**src/pkg/rdd_cfg.svh**
```systemverilog
// Constants for the receive descriptor DMA channel
`ifndef RDD_CFG_SVH
`define RDD_CFG_SVH
`define RDD_DESC_WORDS  5
`define RDD_FETCH_LAST  3'h2
`define RDD_W_CTRL      3'h0
`define RDD_W_NEXT      3'h1
`define RDD_W_DATA      3'h2
`define RDD_W_STAT      3'h3
`define RDD_W_FEP       3'h4
`define RDD_WORD_SHIFT  2
`define RDD_HOLD_BIT    30
`define RDD_HI_BIT      29
`define RDD_NO_MSB      28
`define RDD_NO_LSB      16
`define RDD_FE_BIT      31
`define RDD_C_BIT       30
`define RDD_RA_BIT      9
`define RDD_BE_ALL      4'hF
`define RDD_BCAST_A     8'hFE
`define RDD_BCAST_B     8'hFC
`define RDD_HA_ONE      2'b10
`define RDD_HA_TWO      2'b00
`define RDD_HA_BCAST    2'b01
`define RDD_HA_NONE     2'b11
`define RDD_MIN_A16_16  14'h0004
`define RDD_MIN_A16_32  14'h0006
`define RDD_MIN_A8_16   14'h0003
`define RDD_MIN_A8_32   14'h0005
`define RDD_MIN_T0_16   14'h0002
`define RDD_MIN_T0_32   14'h0004
`define RDD_MIN_K_A16   14'h0002
`define RDD_MIN_K_OTH   14'h0001
`endif

```
**src/pkg/rdd_pkg.sv**
```systemverilog
// Types of the receive descriptor DMA channel
package rdd_pkg;
  typedef enum logic [3:0] {
    RDD_IDLE  = 4'h0,
    RDD_FETCH = 4'h1,
    RDD_LOADA = 4'h3,
    RDD_LOADB = 4'h2,
    RDD_LOADC = 4'h6,
    RDD_FILL  = 4'h7,
    RDD_WDATA = 4'h5,
    RDD_WSTAT = 4'h4,
    RDD_WFEP  = 4'hC,
    RDD_BRNCH = 4'hD,
    RDD_NEXTP = 4'hF,
    RDD_HALT  = 4'hE
  } rdd_state_t;
  typedef enum logic [1:0] {
    RDD_AM_A16 = 2'h0,
    RDD_AM_A8  = 2'h1,
    RDD_AM_T1  = 2'h2,
    RDD_AM_T0  = 2'h3
  } rdd_amode_t;
endpackage

```
**src/pkg/rdd_link_if.sv**
```systemverilog
// Internal carrier between the DMA core, status generator and store
`timescale 1ns/1ps
`default_nettype none
interface rdd_link_if;
  import rdd_pkg::*;
  logic        fr_eof;
  logic [13:0] fr_len;
  logic        fr_bits_ok;
  logic        fr_ovf;
  logic        fr_crc_ok;
  logic        fr_rab;
  logic        fr_cr;
  logic [7:0]  fr_haddr;
  logic [7:0]  fr_laddr;
  logic [7:0]  h1;
  logic [7:0]  h2;
  logic [7:0]  l1;
  logic [7:0]  l2;
  rdd_amode_t  amode;
  logic        auto_sel;
  logic        crc32;
  logic        keep;
  logic [7:0]  res_byte;
  logic        res_vld;
  logic        dm_we;
  logic [2:0]  dm_waddr;
  logic [2:0]  dm_raddr;
  logic [31:0] dm_wdata;
  logic [31:0] dm_rdata;
  modport core (output fr_eof, fr_len, fr_bits_ok, fr_ovf, fr_crc_ok,
    fr_rab, fr_cr, fr_haddr, fr_laddr, h1, h2, l1, l2, amode, auto_sel,
    crc32, keep, dm_we, dm_waddr, dm_raddr, dm_wdata,
    input res_byte, res_vld, dm_rdata);
  modport stat (input fr_eof, fr_len, fr_bits_ok, fr_ovf, fr_crc_ok,
    fr_rab, fr_cr, fr_haddr, fr_laddr, h1, h2, l1, l2, amode, auto_sel,
    crc32, keep, output res_byte, res_vld);
  modport dmem (input dm_we, dm_waddr, dm_raddr, dm_wdata,
    output dm_rdata);
endinterface
`default_nettype wire

```
**src/design/rdd_rx_dma.sv**
```systemverilog
// Receive descriptor DMA channel with frame result byte
`timescale 1ns/1ps
`default_nettype none
`include "rdd_cfg.svh"
module rdd_rx_dma #(
  parameter int AW = 32,
  parameter int NW = 13
) (
  input  wire logic             CORE_CLK,
  input  wire logic             ARST_N,
  input  wire logic             CE,
  input  wire logic             CMD_REINIT,
  input  wire logic             CMD_RX_RESET,
  input  wire logic             CHAIN_SEL,
  input  wire logic [AW-1:0]    START_PTR,
  input  wire logic [AW-1:0]    LAST_PTR,
  input  wire logic             LAST_PTR_WR,
  output var  logic             MEM_REQ,
  output var  logic             MEM_WE,
  output var  logic [AW-1:0]    MEM_ADDR,
  output var  logic [31:0]      MEM_WDATA,
  output var  logic [3:0]       MEM_BE,
  input  wire logic             MEM_ACK,
  input  wire logic [31:0]      MEM_RDATA,
  input  wire logic             RXF_VALID,
  input  wire logic [31:0]      RXF_DATA,
  input  wire logic [2:0]       RXF_NBYTES,
  input  wire logic             RXF_LAST,
  output var  logic             RXF_READY,
  output var  logic             IRQ_VALID,
  output var  logic             IRQ_HI,
  output var  logic             IRQ_FI,
  output var  logic             IRQ_ERR,
  output var  logic             RX_ACTIVE,
  output var  logic [AW-1:0]    CUR_DESC_PTR,
  input  wire logic             FR_EOF,
  input  wire logic [13:0]      FR_LEN,
  input  wire logic             FR_BITS_OK,
  input  wire logic             FR_OVF,
  input  wire logic             FR_CRC_OK,
  input  wire logic             FR_RAB,
  input  wire logic             FR_CR,
  input  wire logic [7:0]       FR_HADDR,
  input  wire logic [7:0]       FR_LADDR,
  input  wire rdd_pkg::rdd_amode_t ADDR_MODE,
  input  wire logic             AUTO_ADDR_SEL,
  input  wire logic             CRC32_SEL,
  input  wire logic             CRC_KEEP_SEL,
  input  wire logic [7:0]       HIGH_ADDR_ONE,
  input  wire logic [7:0]       HIGH_ADDR_TWO,
  input  wire logic [7:0]       LOW_ADDR_ONE,
  input  wire logic [7:0]       LOW_ADDR_TWO,
  output var  logic [7:0]       FRAME_RESULT_BYTE,
  output var  logic             FRAME_RESULT_VALID
);
  import rdd_pkg::*;

  // ----------------------------------------------------------------
  // Helpers
  // ----------------------------------------------------------------
  function automatic logic [AW-1:0] word_addr(input logic [AW-1:0] b,
      input logic [2:0] i);
    word_addr = b + (AW'(i) << `RDD_WORD_SHIFT);
  endfunction

  function automatic logic [3:0] lane_en(input logic [2:0] n);
    case (n)
      3'h1:    lane_en = 4'h1;
      3'h2:    lane_en = 4'h3;
      3'h3:    lane_en = 4'h7;
      default: lane_en = `RDD_BE_ALL;
    endcase
  endfunction

  function automatic logic [31:0] stat_word(input logic fe,
      input logic ab, input logic [NW-1:0] stored_byte_count);
    stat_word = '0;
    stat_word[`RDD_FE_BIT] = fe;
    stat_word[`RDD_C_BIT] = 1'b1;
    stat_word[`RDD_NO_MSB:`RDD_NO_LSB] = stored_byte_count;
    stat_word[`RDD_RA_BIT] = ab;
  endfunction

  // ----------------------------------------------------------------
  // Sub-blocks
  // ----------------------------------------------------------------
  rdd_link_if lnk ();

  rdd_desc_mem #(
    .DEPTH (`RDD_DESC_WORDS)
  ) u_mem (
    .clk   (CORE_CLK),
    .rst_n (ARST_N),
    .ce    (CE),
    .lnk   (lnk.dmem)
  );

  rdd_frame_stat u_stat (
    .clk   (CORE_CLK),
    .rst_n (ARST_N),
    .ce    (CE),
    .lnk   (lnk.stat)
  );

  assign lnk.fr_eof     = FR_EOF;
  assign lnk.fr_len     = FR_LEN;
  assign lnk.fr_bits_ok = FR_BITS_OK;
  assign lnk.fr_ovf     = FR_OVF;
  assign lnk.fr_crc_ok  = FR_CRC_OK;
  assign lnk.fr_rab     = FR_RAB;
  assign lnk.fr_cr      = FR_CR;
  assign lnk.fr_haddr   = FR_HADDR;
  assign lnk.fr_laddr   = FR_LADDR;
  assign lnk.h1         = HIGH_ADDR_ONE;
  assign lnk.h2         = HIGH_ADDR_TWO;
  assign lnk.l1         = LOW_ADDR_ONE;
  assign lnk.l2         = LOW_ADDR_TWO;
  assign lnk.amode      = ADDR_MODE;
  assign lnk.auto_sel   = AUTO_ADDR_SEL;
  assign lnk.crc32      = CRC32_SEL;
  assign lnk.keep       = CRC_KEEP_SEL;

  // ----------------------------------------------------------------
  // Channel state
  // ----------------------------------------------------------------
  rdd_state_t    state_q;
  logic [2:0]    widx_q;
  logic          hold_q;
  logic          hi_q;
  logic [NW-1:0] size_q;
  logic [NW-1:0] cnt_q;
  logic [2:0]    nb_q;
  logic          last_q;
  logic [AW-1:0] dptr_q;
  logic [AW-1:0] first_addr_q;
  logic          first_q;
  logic          fe_q;
  logic          abort_q;
  logic          rstp_q;
  logic          stop;
  logic          take;
  logic          in_desc;

  // Store writes come straight from the fetch answers
  assign lnk.dm_we    = CE && state_q == RDD_FETCH && MEM_REQ && MEM_ACK;
  assign lnk.dm_waddr = widx_q;
  assign lnk.dm_wdata = MEM_RDATA;

  always_comb begin
    case (state_q)
      RDD_LOADA: lnk.dm_raddr = `RDD_W_CTRL;
      RDD_LOADB: lnk.dm_raddr = `RDD_W_DATA;
      default:   lnk.dm_raddr = `RDD_W_NEXT;
    endcase
  end

  assign stop = CHAIN_SEL ? (CUR_DESC_PTR == LAST_PTR) : hold_q;
  assign take = state_q == RDD_FILL && RXF_READY && RXF_VALID &&
                !rstp_q && !CMD_RX_RESET;
  assign in_desc = state_q inside {RDD_LOADA, RDD_LOADB, RDD_LOADC,
                                   RDD_FILL, RDD_WDATA};

  // ----------------------------------------------------------------
  // Receiver reset capture
  // ----------------------------------------------------------------
  // Set only inside a descriptor: a reset arriving in RDD_BRNCH, as the old one is consumed, is dropped
  always_ff @(posedge CORE_CLK or negedge ARST_N) begin
    if (!ARST_N) begin
      rstp_q <= 1'b0;
    end else if (CE) begin
      if (CMD_RX_RESET && in_desc) begin
        rstp_q <= 1'b1;
      end else if (state_q == RDD_BRNCH) begin
        rstp_q <= 1'b0;
      end
    end
  end

  // ----------------------------------------------------------------
  // Descriptor sequencer
  // ----------------------------------------------------------------
  always_ff @(posedge CORE_CLK or negedge ARST_N) begin
    if (!ARST_N) begin
      state_q      <= RDD_IDLE;
      widx_q       <= '0;
      hold_q       <= 1'b0;
      hi_q         <= 1'b0;
      size_q       <= '0;
      cnt_q        <= '0;
      nb_q         <= '0;
      last_q       <= 1'b0;
      dptr_q       <= '0;
      first_addr_q <= '0;
      first_q      <= 1'b1;
      fe_q         <= 1'b0;
      abort_q      <= 1'b0;
      CUR_DESC_PTR <= '0;
      MEM_REQ      <= 1'b0;
      MEM_WE       <= 1'b0;
      MEM_ADDR     <= '0;
      MEM_WDATA    <= '0;
      MEM_BE       <= '0;
      RXF_READY    <= 1'b0;
      IRQ_VALID    <= 1'b0;
      IRQ_HI       <= 1'b0;
      IRQ_FI       <= 1'b0;
      IRQ_ERR      <= 1'b0;
    end else if (CE) begin
      IRQ_VALID <= 1'b0;
      case (state_q)
        RDD_IDLE: begin
          if (CMD_REINIT) begin
            CUR_DESC_PTR <= START_PTR;
            first_q      <= 1'b1;
            widx_q       <= '0;
            state_q      <= RDD_FETCH;
          end
        end
        RDD_FETCH: begin
          if (!MEM_REQ) begin
            MEM_REQ  <= 1'b1;
            MEM_WE   <= 1'b0;
            MEM_BE   <= `RDD_BE_ALL;
            MEM_ADDR <= word_addr(CUR_DESC_PTR, widx_q);
          end else if (MEM_ACK) begin
            MEM_REQ <= 1'b0;
            widx_q  <= widx_q + 3'h1;
            if (widx_q == `RDD_FETCH_LAST) begin
              state_q <= RDD_LOADA;
            end
          end
        end
        RDD_LOADA: begin
          if (first_q) begin
            first_addr_q <= CUR_DESC_PTR;
          end
          state_q <= RDD_LOADB;
        end
        RDD_LOADB: begin
          hold_q  <= lnk.dm_rdata[`RDD_HOLD_BIT];
          hi_q    <= lnk.dm_rdata[`RDD_HI_BIT];
          size_q  <= lnk.dm_rdata[`RDD_NO_MSB:`RDD_NO_LSB];
          state_q <= RDD_LOADC;
        end
        RDD_LOADC: begin
          dptr_q    <= lnk.dm_rdata;
          cnt_q     <= '0;
          fe_q      <= 1'b0;
          abort_q   <= 1'b0;
          RXF_READY <= 1'b1;
          state_q   <= RDD_FILL;
        end
        RDD_FILL: begin
          if (rstp_q || CMD_RX_RESET) begin
            RXF_READY <= 1'b0;
            abort_q   <= 1'b1;
            state_q   <= RDD_WSTAT;
          end else if (cnt_q >= size_q) begin
            // Full section: a stop here leaves the frame cut short
            RXF_READY <= 1'b0;
            abort_q   <= stop;
            state_q   <= RDD_WSTAT;
          end else if (take) begin
            RXF_READY <= 1'b0;
            nb_q      <= RXF_NBYTES;
            last_q    <= RXF_LAST;
            MEM_REQ   <= 1'b1;
            MEM_WE    <= 1'b1;
            MEM_ADDR  <= dptr_q + AW'(cnt_q);
            MEM_WDATA <= RXF_DATA;
            MEM_BE    <= lane_en(RXF_NBYTES);
            state_q   <= RDD_WDATA;
          end
        end
        RDD_WDATA: begin
          if (MEM_ACK) begin
            MEM_REQ <= 1'b0;
            cnt_q   <= cnt_q + NW'(nb_q);
            if (last_q) begin
              fe_q    <= 1'b1;
              state_q <= RDD_WSTAT;
            end else begin
              // No ready pulse once the section is full
              RXF_READY <= (cnt_q + NW'(nb_q)) < size_q;
              state_q   <= RDD_FILL;
            end
          end
        end
        RDD_WSTAT: begin
          if (!MEM_REQ) begin
            MEM_REQ   <= 1'b1;
            MEM_WE    <= 1'b1;
            MEM_BE    <= `RDD_BE_ALL;
            MEM_ADDR  <= word_addr(CUR_DESC_PTR, `RDD_W_STAT);
            MEM_WDATA <= stat_word(fe_q, abort_q, cnt_q);
          end else if (MEM_ACK) begin
            MEM_REQ <= 1'b0;
            state_q <= (fe_q || abort_q) ? RDD_WFEP : RDD_BRNCH;
          end
        end
        RDD_WFEP: begin
          if (!MEM_REQ) begin
            MEM_REQ   <= 1'b1;
            MEM_WE    <= 1'b1;
            MEM_BE    <= `RDD_BE_ALL;
            MEM_ADDR  <= word_addr(first_addr_q, `RDD_W_FEP);
            MEM_WDATA <= CUR_DESC_PTR;
          end else if (MEM_ACK) begin
            MEM_REQ <= 1'b0;
            state_q <= RDD_BRNCH;
          end
        end
        RDD_BRNCH: begin
          IRQ_VALID <= hi_q || fe_q || abort_q || stop;
          IRQ_HI    <= hi_q;
          IRQ_FI    <= fe_q || abort_q || stop;
          IRQ_ERR   <= abort_q;
          first_q   <= fe_q || abort_q;
          widx_q    <= '0;
          if (rstp_q) begin
            CUR_DESC_PTR <= START_PTR;
            first_q      <= 1'b1;
            state_q      <= RDD_FETCH;
          end else if (stop) begin
            state_q <= RDD_HALT;
          end else begin
            state_q <= RDD_NEXTP;
          end
        end
        RDD_NEXTP: begin
          CUR_DESC_PTR <= lnk.dm_rdata;
          widx_q       <= '0;
          state_q      <= RDD_FETCH;
        end
        RDD_HALT: begin
          // Only a reinit or a moved last pointer wakes the channel
          if (CMD_REINIT) begin
            CUR_DESC_PTR <= START_PTR;
            first_q      <= 1'b1;
            widx_q       <= '0;
            state_q      <= RDD_FETCH;
          end else if (CHAIN_SEL && LAST_PTR_WR &&
                       LAST_PTR != CUR_DESC_PTR) begin
            state_q <= RDD_NEXTP;
          end
        end
        default: begin
          state_q <= RDD_IDLE;
        end
      endcase
    end
  end

  // ----------------------------------------------------------------
  // Status outputs
  // ----------------------------------------------------------------
  always_ff @(posedge CORE_CLK or negedge ARST_N) begin
    if (!ARST_N) begin
      RX_ACTIVE          <= 1'b0;
      FRAME_RESULT_BYTE  <= '0;
      FRAME_RESULT_VALID <= 1'b0;
    end else if (CE) begin
      RX_ACTIVE          <= state_q != RDD_IDLE && state_q != RDD_HALT;
      FRAME_RESULT_VALID <= lnk.res_vld;
      if (lnk.res_vld) begin
        FRAME_RESULT_BYTE <= lnk.res_byte;
      end
    end
  end

endmodule
`default_nettype wire

```
**src/design/rdd_desc_mem.sv**
```systemverilog
// On-chip store for the current descriptor words
`timescale 1ns/1ps
`default_nettype none
`include "rdd_cfg.svh"
module rdd_desc_mem #(
  parameter int DEPTH = `RDD_DESC_WORDS
) (
  input  wire logic clk,
  input  wire logic rst_n,
  input  wire logic ce,
  rdd_link_if.dmem  lnk
);
  logic [31:0] mem_q [DEPTH];
  always_ff @(posedge clk) begin
    if (ce && lnk.dm_we) begin
      mem_q[lnk.dm_waddr] <= lnk.dm_wdata;
    end
  end
  // Registered read: one cycle from address to data
  always_ff @(posedge clk or negedge rst_n) begin
    if (!rst_n) begin
      lnk.dm_rdata <= '0;
    end else if (ce) begin
      lnk.dm_rdata <= mem_q[lnk.dm_raddr];
    end
  end
endmodule
`default_nettype wire

```
**src/design/rdd_frame_stat.sv**
```systemverilog
// Frame result byte generation at end of frame
`timescale 1ns/1ps
`default_nettype none
`include "rdd_cfg.svh"
module rdd_frame_stat (
  input  wire logic clk,
  input  wire logic rst_n,
  input  wire logic ce,
  rdd_link_if.stat  lnk
);
  import rdd_pkg::*;
  function automatic logic [13:0] min_len(input rdd_amode_t m,
      input logic c32, input logic kp);
    if (kp) begin
      min_len = (m == RDD_AM_A16) ? `RDD_MIN_K_A16 : `RDD_MIN_K_OTH;
    end else begin
      case (m)
        RDD_AM_A16: min_len = c32 ? `RDD_MIN_A16_32 : `RDD_MIN_A16_16;
        RDD_AM_T0:  min_len = c32 ? `RDD_MIN_T0_32 : `RDD_MIN_T0_16;
        default:    min_len = c32 ? `RDD_MIN_A8_32 : `RDD_MIN_A8_16;
      endcase
    end
  endfunction
  logic       trans;
  logic [1:0] ha;
  logic       la;
  logic [7:0] rb;
  always_comb begin
    trans = (lnk.amode == RDD_AM_T1) || (lnk.amode == RDD_AM_T0);
    ha = `RDD_HA_TWO;
    if (lnk.auto_sel && lnk.amode == RDD_AM_A16) begin
      if (lnk.fr_haddr == lnk.h1) begin
        ha = `RDD_HA_ONE;
      end else if (lnk.fr_haddr == lnk.h2) begin
        ha = `RDD_HA_TWO;
      end else if (lnk.fr_haddr == `RDD_BCAST_A ||
                   lnk.fr_haddr == `RDD_BCAST_B) begin
        ha = `RDD_HA_BCAST;
      end else begin
        ha = `RDD_HA_NONE;
      end
    end
    la = !trans && (lnk.fr_laddr == lnk.l1);
    rb = {lnk.fr_bits_ok, lnk.fr_ovf, lnk.fr_crc_ok, lnk.fr_rab, ha,
          lnk.fr_cr && lnk.amode == RDD_AM_A16, la};
  end
  always_ff @(posedge clk or negedge rst_n) begin
    if (!rst_n) begin
      lnk.res_byte <= '0;
      lnk.res_vld  <= 1'b0;
    end else if (ce) begin
      // Too-short frames raise no valid flag; the byte is still loaded
      lnk.res_vld <= lnk.fr_eof &&
        (lnk.fr_len >= min_len(lnk.amode, lnk.crc32, lnk.keep));
      if (lnk.fr_eof) begin
        lnk.res_byte <= rb;
      end
    end
  end
endmodule
`default_nettype wire

```
**config.mk**
```make
export PLATFORM = sky130hd
export DESIGN_NAME = rdd_rx_dma
export DESIGN_NICKNAME = d
export VERILOG_FILES = /design/src/pkg/rdd_pkg.sv /design/src/pkg/rdd_link_if.sv /design/src/design/rdd_rx_dma.sv /design/src/design/rdd_desc_mem.sv /design/src/design/rdd_frame_stat.sv
export VERILOG_INCLUDE_DIRS = /design/src /design/src/pkg
export SDC_FILE = /design/constraint.sdc
export NUM_CORES = 1
export LEC_CHECK = 0
export ABC_AREA = 1
export BUFFER_PORTS_ARGS = -buffer_cell sky130_fd_sc_hd__buf_2
export CAP_MARGIN = 20
export CORE_ASPECT_RATIO = 0.8
export CORE_MARGIN = 10
export CORE_UTILIZATION = 55
export DETAILED_ROUTE_END_ITERATION = 6
export GPL_TIMING_DRIVEN = 0
export PLACE_DENSITY_LB_ADDON = 0.25
export SLEW_MARGIN = 20
export SYNTH_ARGS = -nofsm -noshare
export SYNTH_HDL_FRONTEND = slang
export SYNTH_SLANG_ARGS = --single-unit
export TNS_END_PERCENT = 5
```
**constraint.sdc**
```tcl
create_clock -name CORE_CLK -period 7.21 [get_ports CORE_CLK]
set_input_delay 0.3605 -clock CORE_CLK [delete_from_list [all_inputs] [get_ports CORE_CLK]]
set_output_delay 0.3605 -clock CORE_CLK [all_outputs]
set_load 0.05 [all_outputs]
```
==> results of run 1 <==
## placed cells by master, fill, tap and decap left out, drive strengths merged, types with 94 or more instances in the layout
master	n
o22ai	94
nand3	138
clkbuf	106
nand2	686
buf	369
edfxtp	96
inv	289
o21ai	250
dfrtp	264
nor2	142
## stage by stage
stage	worst slack (ns)	utilization, %	instance area [µm²]	cells
floorplan	3.222	-	19570	2408
global placement	0.8971	62.30	21780	3202
detailed placement	3.650	62.86	21970	3217
CTS	3.643	66.81	23350	3303
global route	3.290	66.81	23350	3303
finish	3.559	66.81	23350	3303
## power groups by stage
stage	combinational [µW]	sequential (µW)	clock [µW]
floorplan	2310	4200	0
global placement	4700	3480	0
detailed placement	4820	3490	0
CTS	4870	3460	1950
global route	5350	3560	2030
finish	4960	3510	1950
## logic make-up (layout without fill, tap and decap cells)
| group | after synthesis | after routing | share of synthesized area, % |
|---|---|---|---|
| adder cells (fa/ha/maj) | 56 | 56 | 3.695 |
| XOR/XNOR | 67 | 67 | 2.998 |
| AO/OA/AOI/OAI | 460 | 460 | 13.16 |
| flip-flops | 361 | 361 | 48.61 |
| AND/OR/NAND/NOR | 1087 | 1087 | 23.66 |
| buffers and inverters | 371 | 794 | 7.530 |
| multiplexers | 6 | 6 | 0.3452 |
## per-layer routing
metal,vias to the layer above,routed length (µm)
met3,221,8636
li1,8812,-
met5,-,0
met4,0,3811
met2,1220,35140
met1,9525,31990
## cell type report
class                      count  area (µm²)
fill                        2868       11600
sequential                   361        9515
multi-input combinational   1676        8600
timing repair buffer         353        1954
inverter                     287        1077
clock buffer                  54        1061
tap                          472       590.6
buffer                        84       396.6
clock inverter                16       157.7
## final timing paths
check	end	slack [ns]	cells past startpoint
worst max register to register	MEM_ADDR[20]	3.56	22
min in group asynchronous	dptr_q[17]	0.30	2
worst min-delay path	u_stat.lnk.res_byte[7]	0.0006	3
worst min register to register	FRAME_RESULT_VALID	0.46	2
worst max-delay path	MEM_ADDR[20]	3.56	22
max in group asynchronous	MEM_WDATA[29]	6.06	3
## critical path, delay by kind of cell (launching register included)
family	cells	cell delay, ns
adders and majority gates	2	0.58
DFF	1	0.40
and+or+nand+nor	14	1.84
buffers and inverters	6	0.77
## timing repair
item | CTS | global route
gates resized for setup | 0 | 0
hold buffers | 16 | 0
hold endpoints to repair | 84 | 0
## sequential cells by signal, summed over array words and instances (netlist names), 32 cells and up
signal	cells
CUR_DESC_PTR	32
MEM_ADDR	32
MEM_WDATA	32
dptr_q	32
first_addr_q	32
u_mem.lnk.dm_rdata	32
u_mem.mem_q	96
==> metrics.md, run 1 <==
| Metric | Value |
|---|---|
| Status | finished clean |
| Clock tree from TritonCTS | done |
| Internal portion of total power | ~5200 µW |
| CTS Root Buffer Type | clkbuf_16 |
| Most frequent cell on the critical path | nand2_1 |
| Max incr delay on CP | 0.40 ns |
| Worst Hold Class | in2reg |
| Ys Warns | 0 |
| Die Span Y | 188.7 µm |
| Buffers added on ports | 322 |
| Switching part of the total | between 50% and 60% |
| Die Outline Area | 0.04358 mm² |
| Req. time, crit path | 7.71 ns |
| Met2 track utilization from global routing | approximately 55% |
| DR iter-0 viols | about 2,600 |
| Ports placed on the boundary | between 300 and 400 |
| Remaining antenna violation count after routing | 0 |
| Leading cell types by total area after synthesis | dfrtp_1 34%, edfxtp_1 15%, nand2_1 13% |
| EDFF count, synth | between 90 and 100 |
| CP cell instances | inv_2, nand2_2, nor2_1, inv_2, clkbuf_1, nand2_1, ha_1, inv_1, fa_1, inv_1, nand2_1, nand2_1, nand3_2, nor2_2, inv_1, nor2_2, nand2_1, nand2_1, nand3_1, nand3_1, nand2_1, nand2_1 |
| Fraction of final layout cells sized beyond drive strength 1 | 16.60% |
| Total number of H-tree levels | 2 |
| Num rows | 61 |
| Startpoint of the most critical register-to-register path | state_q[0] |
| Power share of the clock group | a little under a fifth |
| Core box area | 0.03496 mm² |
| Seq pwr share | between 30 and 40% |
| Transition at the pin with the smallest max-transition slack | between 0.8 and 0.9 ns |
| Final hold violation count | 0 |
| Worst slew margin relative to its limit | between 40 and 50% |
| Fraction of post-synthesis cell area in the top cell type by area | between 30% and 40% |
| TritonCTS buffer count | 38 |
| Post-synth ARST share | approximately three quarters |
| First-pass iteration count of the detailed router | 5 |
| Origin of the worst setup path | state_q[0] |
| Via count of the routed design | about 20,000 |
| Clock network latency to the later pin of the worst-skew pair | ~0.56 ns |
| Met3 Resource Use GR | around 8.7% |
| Worst Clk Skew | 0.01650 ns |
| Total congestion overflow | 0 |
| Number of sinks driven by the clock tree | 361 |
| Setup repair after global routing missed its margin | false |
| Total Routed Length | about 80,000 µm |
| Switching pwr | 5232 µW |
| Most instantiated cells after synthesis | 682 x nand2_1, 278 x inv_1, 264 x dfrtp_1 |
| Critical path type | reg2reg |
| GP Congestion | roughly 1 |
| Largest net degree at the start of global routing | 93 |
| Synth Area per Inst | a little over 8 µm² |
| Post-Route Setup TNS | 0 ns |
| Routed len/inst | around 24 µm |
| Buffer depth of the longest clock path | 3 |
| Residual DRC | 0 |
| Most common cell in the synthesized netlist | nand2_1 |
| Launching element type of the critical path | register |
| Final setup viols | 0 |
| DP HPWL | between 60,000 and 70,000 µm |
| Worst EP arrival | 4.15 ns |
| Standby leakage power | 0.01123 µW |
| Share of synthesized area occupied by flip-flops and latches | 48.61% |
| Maximum fanout along the worst path | 10 |
| Part of the cycle the worst path needs | around half |
| Time the worst path needs with I/O delays and setup | ~3.7 ns |
| Clock edge transition at the registers on the reported setup and hold paths | approximately 0.060 ns |
| First-pass GRT wire length | approximately 120,000 µm |
| Antenna violations before repair | 1 |
| Number of post-CTS setup repair buffers | 0 |
| Worst IR drop on VDD | 279.9 µV |
| Synth area leader | dfrtp_1 |
| Antenna cell count | 0 |
| Area Overhead vs Synth | 19.30% |
| Chip width | ~230 µm |
| Post-synthesis net count | roughly 2,700 |
| Busiest layer in global routing | met2 |
| Hold path startpoint | FR_BITS_OK |
| Maximum operating frequency | approximately 0.27 GHz |
| Via count of the first global-routing pass | 19,380 |
| Post-synthesis cell type count | between 50 and 60 |
| Global-route usage over all layers | a little over a third |
| Crit-path slowest cell | dfrtp_1 |
| Ys flop type | dfrtp_1 |
| Flops & latches, synth | approximately 360 |
| Total Power Consumption | 10,420 µW |
| Proportion of power drawn by combinational gates | a little under half |
| Total power per unit cell area | roughly 450 mW/mm² |
| Initial core utilization | between 50% and 60% |
| Global routing usage on met1 | 47.43% |
| Final max-slew violation count | 0 |
| # nets final | 3,071 |
| Hold Slack | about 0.00056 ns |
| Via/cell ratio | approximately 6.0 |
| Synthesized instance count | around 2,400 |
| Capturing element type of the critical path | register |
| Maxcap violations | 0 |
| Netlist area before placement | approximately 0.02 mm² |
(Power assumes the default switching activity.)
==> inputs of run 2 (changes only) <==
- clock period: 7.21 -> 3.6 ns (I/O delays scaled with it)
==> metrics.md, run 2 (synthesis results as in run 1) <==
| Metric | Value |
|---|---|
| Max reg flops | 96 |
| Worst IR drop on VDD | between 500 and 600 µV |
| Crit-path slowest cell | dfrtp_1 |
| Global-route usage over all layers | a little under two fifths |
| Most frequent cell on the critical path | nand2_1 |
| Initial core utilization | ~56% |
| Clock edge transition at the registers on the reported setup and hold paths | approximately 0.060 ns |
| Total Routed Length | between 80,000 and 90,000 µm |
| First-pass GRT wire length | between 100,000 and 150,000 µm |
| Via/cell ratio | a little over 6 |
| Die Outline Area | roughly 0.044 mm² |
| Remaining antenna violation count after routing | 0 |
| Capture endpoint of the worst hold path | MEM_WDATA[4] |
| Worst Clk Skew | approximately 0.018 ns |
| Total power per unit cell area | between 800 and 900 mW/mm² |
| Time the worst path needs with I/O delays and setup | between 3 and 4 ns |
| Sequential cell area | approximately 0.0095 mm² |
| Capturing element type of the critical path | register |
| Transition at the pin with the smallest max-transition slack | 0.8475 ns |
| Routed len/inst | approximately 25 µm |
| Standby leakage power | between 0.01 and 0.015 µW |
| R2R Path End | MEM_ADDR[20] |
| Register with the most flip-flops | u_mem.mem_q |
| Via count of the routed design | just over 20,000 |
| Footprint of the multi-input gates | approximately 0.0086 mm² |
| Worst Hold Class | in2reg |
| Status | finished clean |
| Maximum operating frequency | around 0.3 GHz |
| Most common cell after layout, fill and taps aside | nand2_1 |
| Maximum fanout along the worst path | 17 |
| Chip width | 230.9 µm |
| Largest net degree at the start of global routing | 93 |
| Antenna violations before repair | 3 |
| Hold Slack | between 0.015 and 0.02 ns |
| Hold path startpoint | RXF_DATA[4] |
| Worst slew margin relative to its limit | 43.50% |
| Most frequent cells in the layout | 682 x nand2_1, 335 x buf_2, 278 x inv_1 |
| GP Congestion | between 0.9 and 1 |
| Req. time, crit path | 4.09 ns |
| Final max-slew violation count | 0 |
| DR iter-0 viols | 2,819 |
| Fraction of the core area covered by cells at the end of the flow | ~69% |
| Number of sinks driven by the clock tree | around 360 |
| Clock tree from TritonCTS | done |
| DP HPWL | 63,120 µm |
| Ports placed on the boundary | around 330 |
| First-pass iteration count of the detailed router | 6 |
| Num rows | between 60 and 70 |
| Total congestion overflow | 0 |
| Fraction of final layout cells sized beyond drive strength 1 | between 10% and 20% |
| Residual DRC | 0 |
| Number of cells on the worst reg-to-reg path | 21 |
| Final hold violation count | 0 |
| Buffers added on ports | between 300 and 400 |
| CP cell instances | inv_2, nand2_2, nor2_2, inv_2, nand2_1, ha_1, inv_1, fa_1, inv_1, nand2_1, nand2_1, nand3_2, nor2_2, inv_1, nor2_2, nand2_1, nand2_1, nand3_1, nand3_1, nand2_1, nand2_1 |
| Clock network latency to the later pin of the worst-skew pair | 0.56 ns |
| Startpoint of the most critical register-to-register path | state_q[0] |
| Total number of H-tree levels | 2 |
| Critical path type | reg2reg |
| Via count of the first global-routing pass | roughly 20,000 |
| # nets final | ~3,100 |
| Setup repair after global routing missed its margin | false |
| Worst EP arrival | 3.82 ns |
| Number of post-CTS setup repair buffers | 0 |
| Area Overhead vs Synth | 22.92% |
| Die Span Y | 188.7 µm |
| Hold path depth | 5 |
| Part of the cycle the worst path needs | 92.54% |
| Maxcap violations | 0 |
| Core box area | between 0.03 and 0.04 mm² |
| TritonCTS buffer count | 38 |
| Final setup viols | 0 |
| Max incr delay on CP | 0.40 ns |
| Launching element type of the critical path | register |
| CTS Root Buffer Type | clkbuf_16 |
| Buffer depth of the longest clock path | 3 |
| Filler cell count in the final layout | 2,727 |
| R2R Setup Slk | 0.27 ns |
==> run 2: cell types whose count changed in the layout (fill, tap and decap cells not counted), sizes merged <==
cell / before / now
clkbuf: 106 / 105
diode: 0 / 3
dlygate4sd3: 16 / 86
==> run 2: layout make-up <==
cell class / count / area share (%)
sequential: 361 / 39.55
multi-input combinational: 1676 / 35.75
timing repair buffer: 423 / 11.03
inverter: 287 / 4.477
clock buffer: 54 / 4.410
tap: 472 / 2.454
buffer: 83 / 1.633
clock inverter: 16 / 0.6552
antenna: 3 / 0.03120
==> run 2: worst max-delay path by stage <==
stage                    start                     end  cells past startpoint
CTS                 state_q[0]            MEM_ADDR[20]                     21
global placement        ARST_N  u_stat.lnk.res_byte[0]                      1
global route        state_q[2]            MEM_ADDR[20]                     20
finish              state_q[0]            MEM_ADDR[20]                     21
detailed placement  state_q[1]            MEM_ADDR[20]                     21
floorplan           state_q[3]       u_mem.mem_q[2][0]                     11
==> run 2: power by group <==
| group | leakage (µW) | switching, µW | internal, µW |
|---|---|---|---|
| Combinational | 0.00674 | 7380 | 2710 |
| Sequential | 0.00421 | 1500 | 5570 |
| Clock | 0.000580 | 1780 | 2160 |
==> run 2: metrics by stage <==
| stage | std cells | TNS (ns) | instance area (µm²) | total power, µW | setup slack (ns) |
|---|---|---|---|---|---|
| after detailed placement | 3217 | 0 | 21970 | 16650 | 0.03959 |
| after CTS | 3373 | 0 | 24050 | 20640 | 0.03250 |
| final | 3375 | 0 | 24060 | 21110 | 0.2685 |
| after floorplan | 2408 | -36.08 | 19570 | 13040 | -0.3879 |
| after global routing | 3373 | 0 | 24060 | 22110 | 0.01782 |
| after global placement | 3202 | -873.73 | 21780 | 16370 | -2.532 |
==> run 2: repair_timing <==
action	in CTS	in global routing
hold endpoints to repair	320	0
endpoints found under the setup margin	0	13
hold buffers	86	0
gates resized for setup	0	3
==> run 2: metal layers <==
metal,vias to the layer above,routed length [µm],GRT usage (%)
met4,4,4605,18.49
met5,-,34,0
li1,8950,-,-
met1,9805,32330,48.84
met3,284,9728,9.278
met2,1426,36690,57.01
==> run 2: worst max-delay path: cells and delay by family (launching register included) <==
family                     cells  cell delay, ns
adders and majority gates      2            0.58
buffers and inverters          5            0.53
DFF                            1            0.40
and+or+nand+nor               14            1.76
==> inputs of run 3 (changes only) <==
- SETUP_SLACK_MARGIN: unset -> 0.4
==> metrics.md, run 3 (synthesis results as in run 1) <==
| Metric | Value |
|---|---|
| First-pass GRT wire length | 124,300 µm |
| Final Worst Setup Slack | ~0.44 ns |
| Via count of the routed design | just over 20,000 |
| Final setup viols | 0 |
| Num rows | 61 |
| Worst Clk Skew | 0.01506 ns |
| Setup repair after global routing missed its margin | true |
| Worst slew margin relative to its limit | between 40% and 50% |
| Final hold violation count | 0 |
| Worst IR drop on VDD | approximately 570 µV |
| Global routing usage on met1 | roughly half |
| GP Congestion | around 0.98 |
| Total Power Consumption | around 21,000 µW |
| Part of the cycle the worst path needs | between 80% and 90% |
| Worst EP arrival | around 3.4 ns |
| Register with the most flip-flops | u_mem.mem_q |
| Clock tree from TritonCTS | done |
| Filler cell count in the final layout | about 2,700 |
| DP HPWL | between 60,000 and 70,000 µm |
| Maximum operating frequency | 0.3170 GHz |
| CTS Root Buffer Type | clkbuf_16 |
| Via/cell ratio | 6.075 |
| Time the worst path needs with I/O delays and setup | ~3.2 ns |
| Core box area | around 0.035 mm² |
| Fraction of final layout cells sized beyond drive strength 1 | between 15 and 20% |
| Transition at the pin with the smallest max-transition slack | 0.8315 ns |
| Startpoint of the most critical register-to-register path | state_q[2] |
| Maximum fanout along the worst path | 11 |
| Hold path startpoint | RXF_DATA[29] |
| TritonCTS buffer count | 38 |
| Worst Hold Class | in2reg |
| Buffers added on ports | 322 |
| Total congestion overflow | 0 |
| Capture endpoint of the worst hold path | MEM_WDATA[29] |
| Ports placed on the boundary | between 300 and 400 |
| Met3 Resource Use GR | under 10% |
| Capturing element type of the critical path | register |
| Total power per unit cell area | slightly below 900 mW/mm² |
| Routed len/inst | between 20 and 25 µm |
| Antenna violations before repair | 3 |
| DR iter-0 viols | about 2,800 |
| Antenna cell count | 0 |
| Status | finished clean |
| Residual DRC | 0 |
| Total Routed Length | 83,490 µm |
| Max reg flops | 96 |
| Area Overhead vs Synth | 23.82% |
| Clock edge transition at the registers on the reported setup and hold paths | roughly 0.060 ns |
| DP Worst Slack | slightly below 0.04 ns |
| Hold path depth | 5 |
| Global-route usage over all layers | 37.40% |
| Maxcap violations | 0 |
| Largest net degree at the start of global routing | 93 |
| Hold Slack | ~0.0086 ns |
| Standby leakage power | ~0.012 µW |
| Die Span Y | between 150 and 200 µm |
| Critical path type | reg2reg |
| Number of sinks driven by the clock tree | 361 |
| Die Outline Area | 0.04358 mm² |
| Total number of H-tree levels | 2 |
| Req. time, crit path | roughly 3.9 ns |
| Buffer depth of the longest clock path | 3 |
| Busiest layer in global routing | met2 |
| Chip width | 230.9 µm |
| Most frequent cells in the layout | 679 x nand2_1, 335 x buf_2, 278 x inv_1 |
| R2R Path End | u_mem.mem_q[0][11] |
| Final max-slew violation count | 0 |
| Remaining antenna violation count after routing | 0 |
| Number of cells on the worst reg-to-reg path | 14 |
| Initial core utilization | around 56% |
| First-pass iteration count of the detailed router | 6 |
| R2R Setup Slk | 0.44 ns |
| # nets final | approximately 3,100 |
| Met2 track utilization from global routing | between 50 and 60% |
| Most common cell after layout, fill and taps aside | nand2_1 |
| Via count of the first global-routing pass | between 20,000 and 25,000 |
| Clock network latency to the later pin of the worst-skew pair | between 0.5 and 0.6 ns |
| Launching element type of the critical path | register |
## run 3: power breakdown
group / leakage, µW / switching (µW) / internal [µW] / total, µW
sequential: 0.00420 / 1490 / 5580 / 7070
combinational: 0.00678 / 7460 / 2780 / 10200
clock: 0.000580 / 1780 / 2160 / 3940
## run 3: how the worst max path moves through the flow
stage | from | end | cells past startpoint
finish | state_q[2] | u_mem.mem_q[0][11] | 14
CTS | state_q[0] | MEM_ADDR[30] | 20
floorplan | state_q[3] | u_mem.mem_q[2][0] | 11
global placement | ARST_N | u_stat.lnk.res_byte[0] | 1
global route | nb_q[0] | RXF_READY | 17
detailed placement | state_q[1] | MEM_ADDR[20] | 21
## run 3: layout make-up
cell class	count	area (µm²)	area share, %
Clock inverter	16	157.7	0.6505
Tap cell	472	590.6	2.437
Multi-Input combinational cell	1676	8713	35.95
Sequential cell	361	9519	39.28
Timing Repair Buffer	431	2715	11.20
Clock buffer	54	1061	4.378
Inverter	287	1080	4.455
Buffer	84	400.4	1.652
## run 3: routing by layer
metal | part of all wire (%) | vias to the layer above
met4 | 5.4 | 6
met3 | 12 | 271
met2 | 44 | 1437
met1 | 38 | 9860
met5 | 0.054 | -
li1 | - | 8967
## run 3: critical path, stage by stage (launching register included)
cell      delay, ns
dfrtp_2        0.46
nor2_1         0.24
inv_2          0.10
nor2_1         0.10
nor2_1         0.06
nand2_1        0.11
nor2_1         0.07
nand2_1        0.08
o211ai_1       0.10
nor2_1         0.21
nand2_1        0.14
nor3_2         0.44
buf_4          0.31
buf_4          0.20
buf_4          0.21
## run 3: what timing repair did
item                                   CTS  global route
buffers inserted                         1             7
gates resized for setup                 10            26
hold buffers                            86             0
setup endpoints to repair               13            53
endpoints found under the hold margin  320             0
pin swaps                                0             9
## run 3: per-stage QoR
step	area, µm²	cells	utilization [%]	setup TNS [ns]
after floorplan	19570	2408	-	-36.08
after global placement	21780	3202	62.30	-873.73
after detailed placement	21970	3217	62.86	0
after CTS	24100	3374	68.93	0
after global routing	24240	3381	69.34	0
final	24240	3381	69.34	0
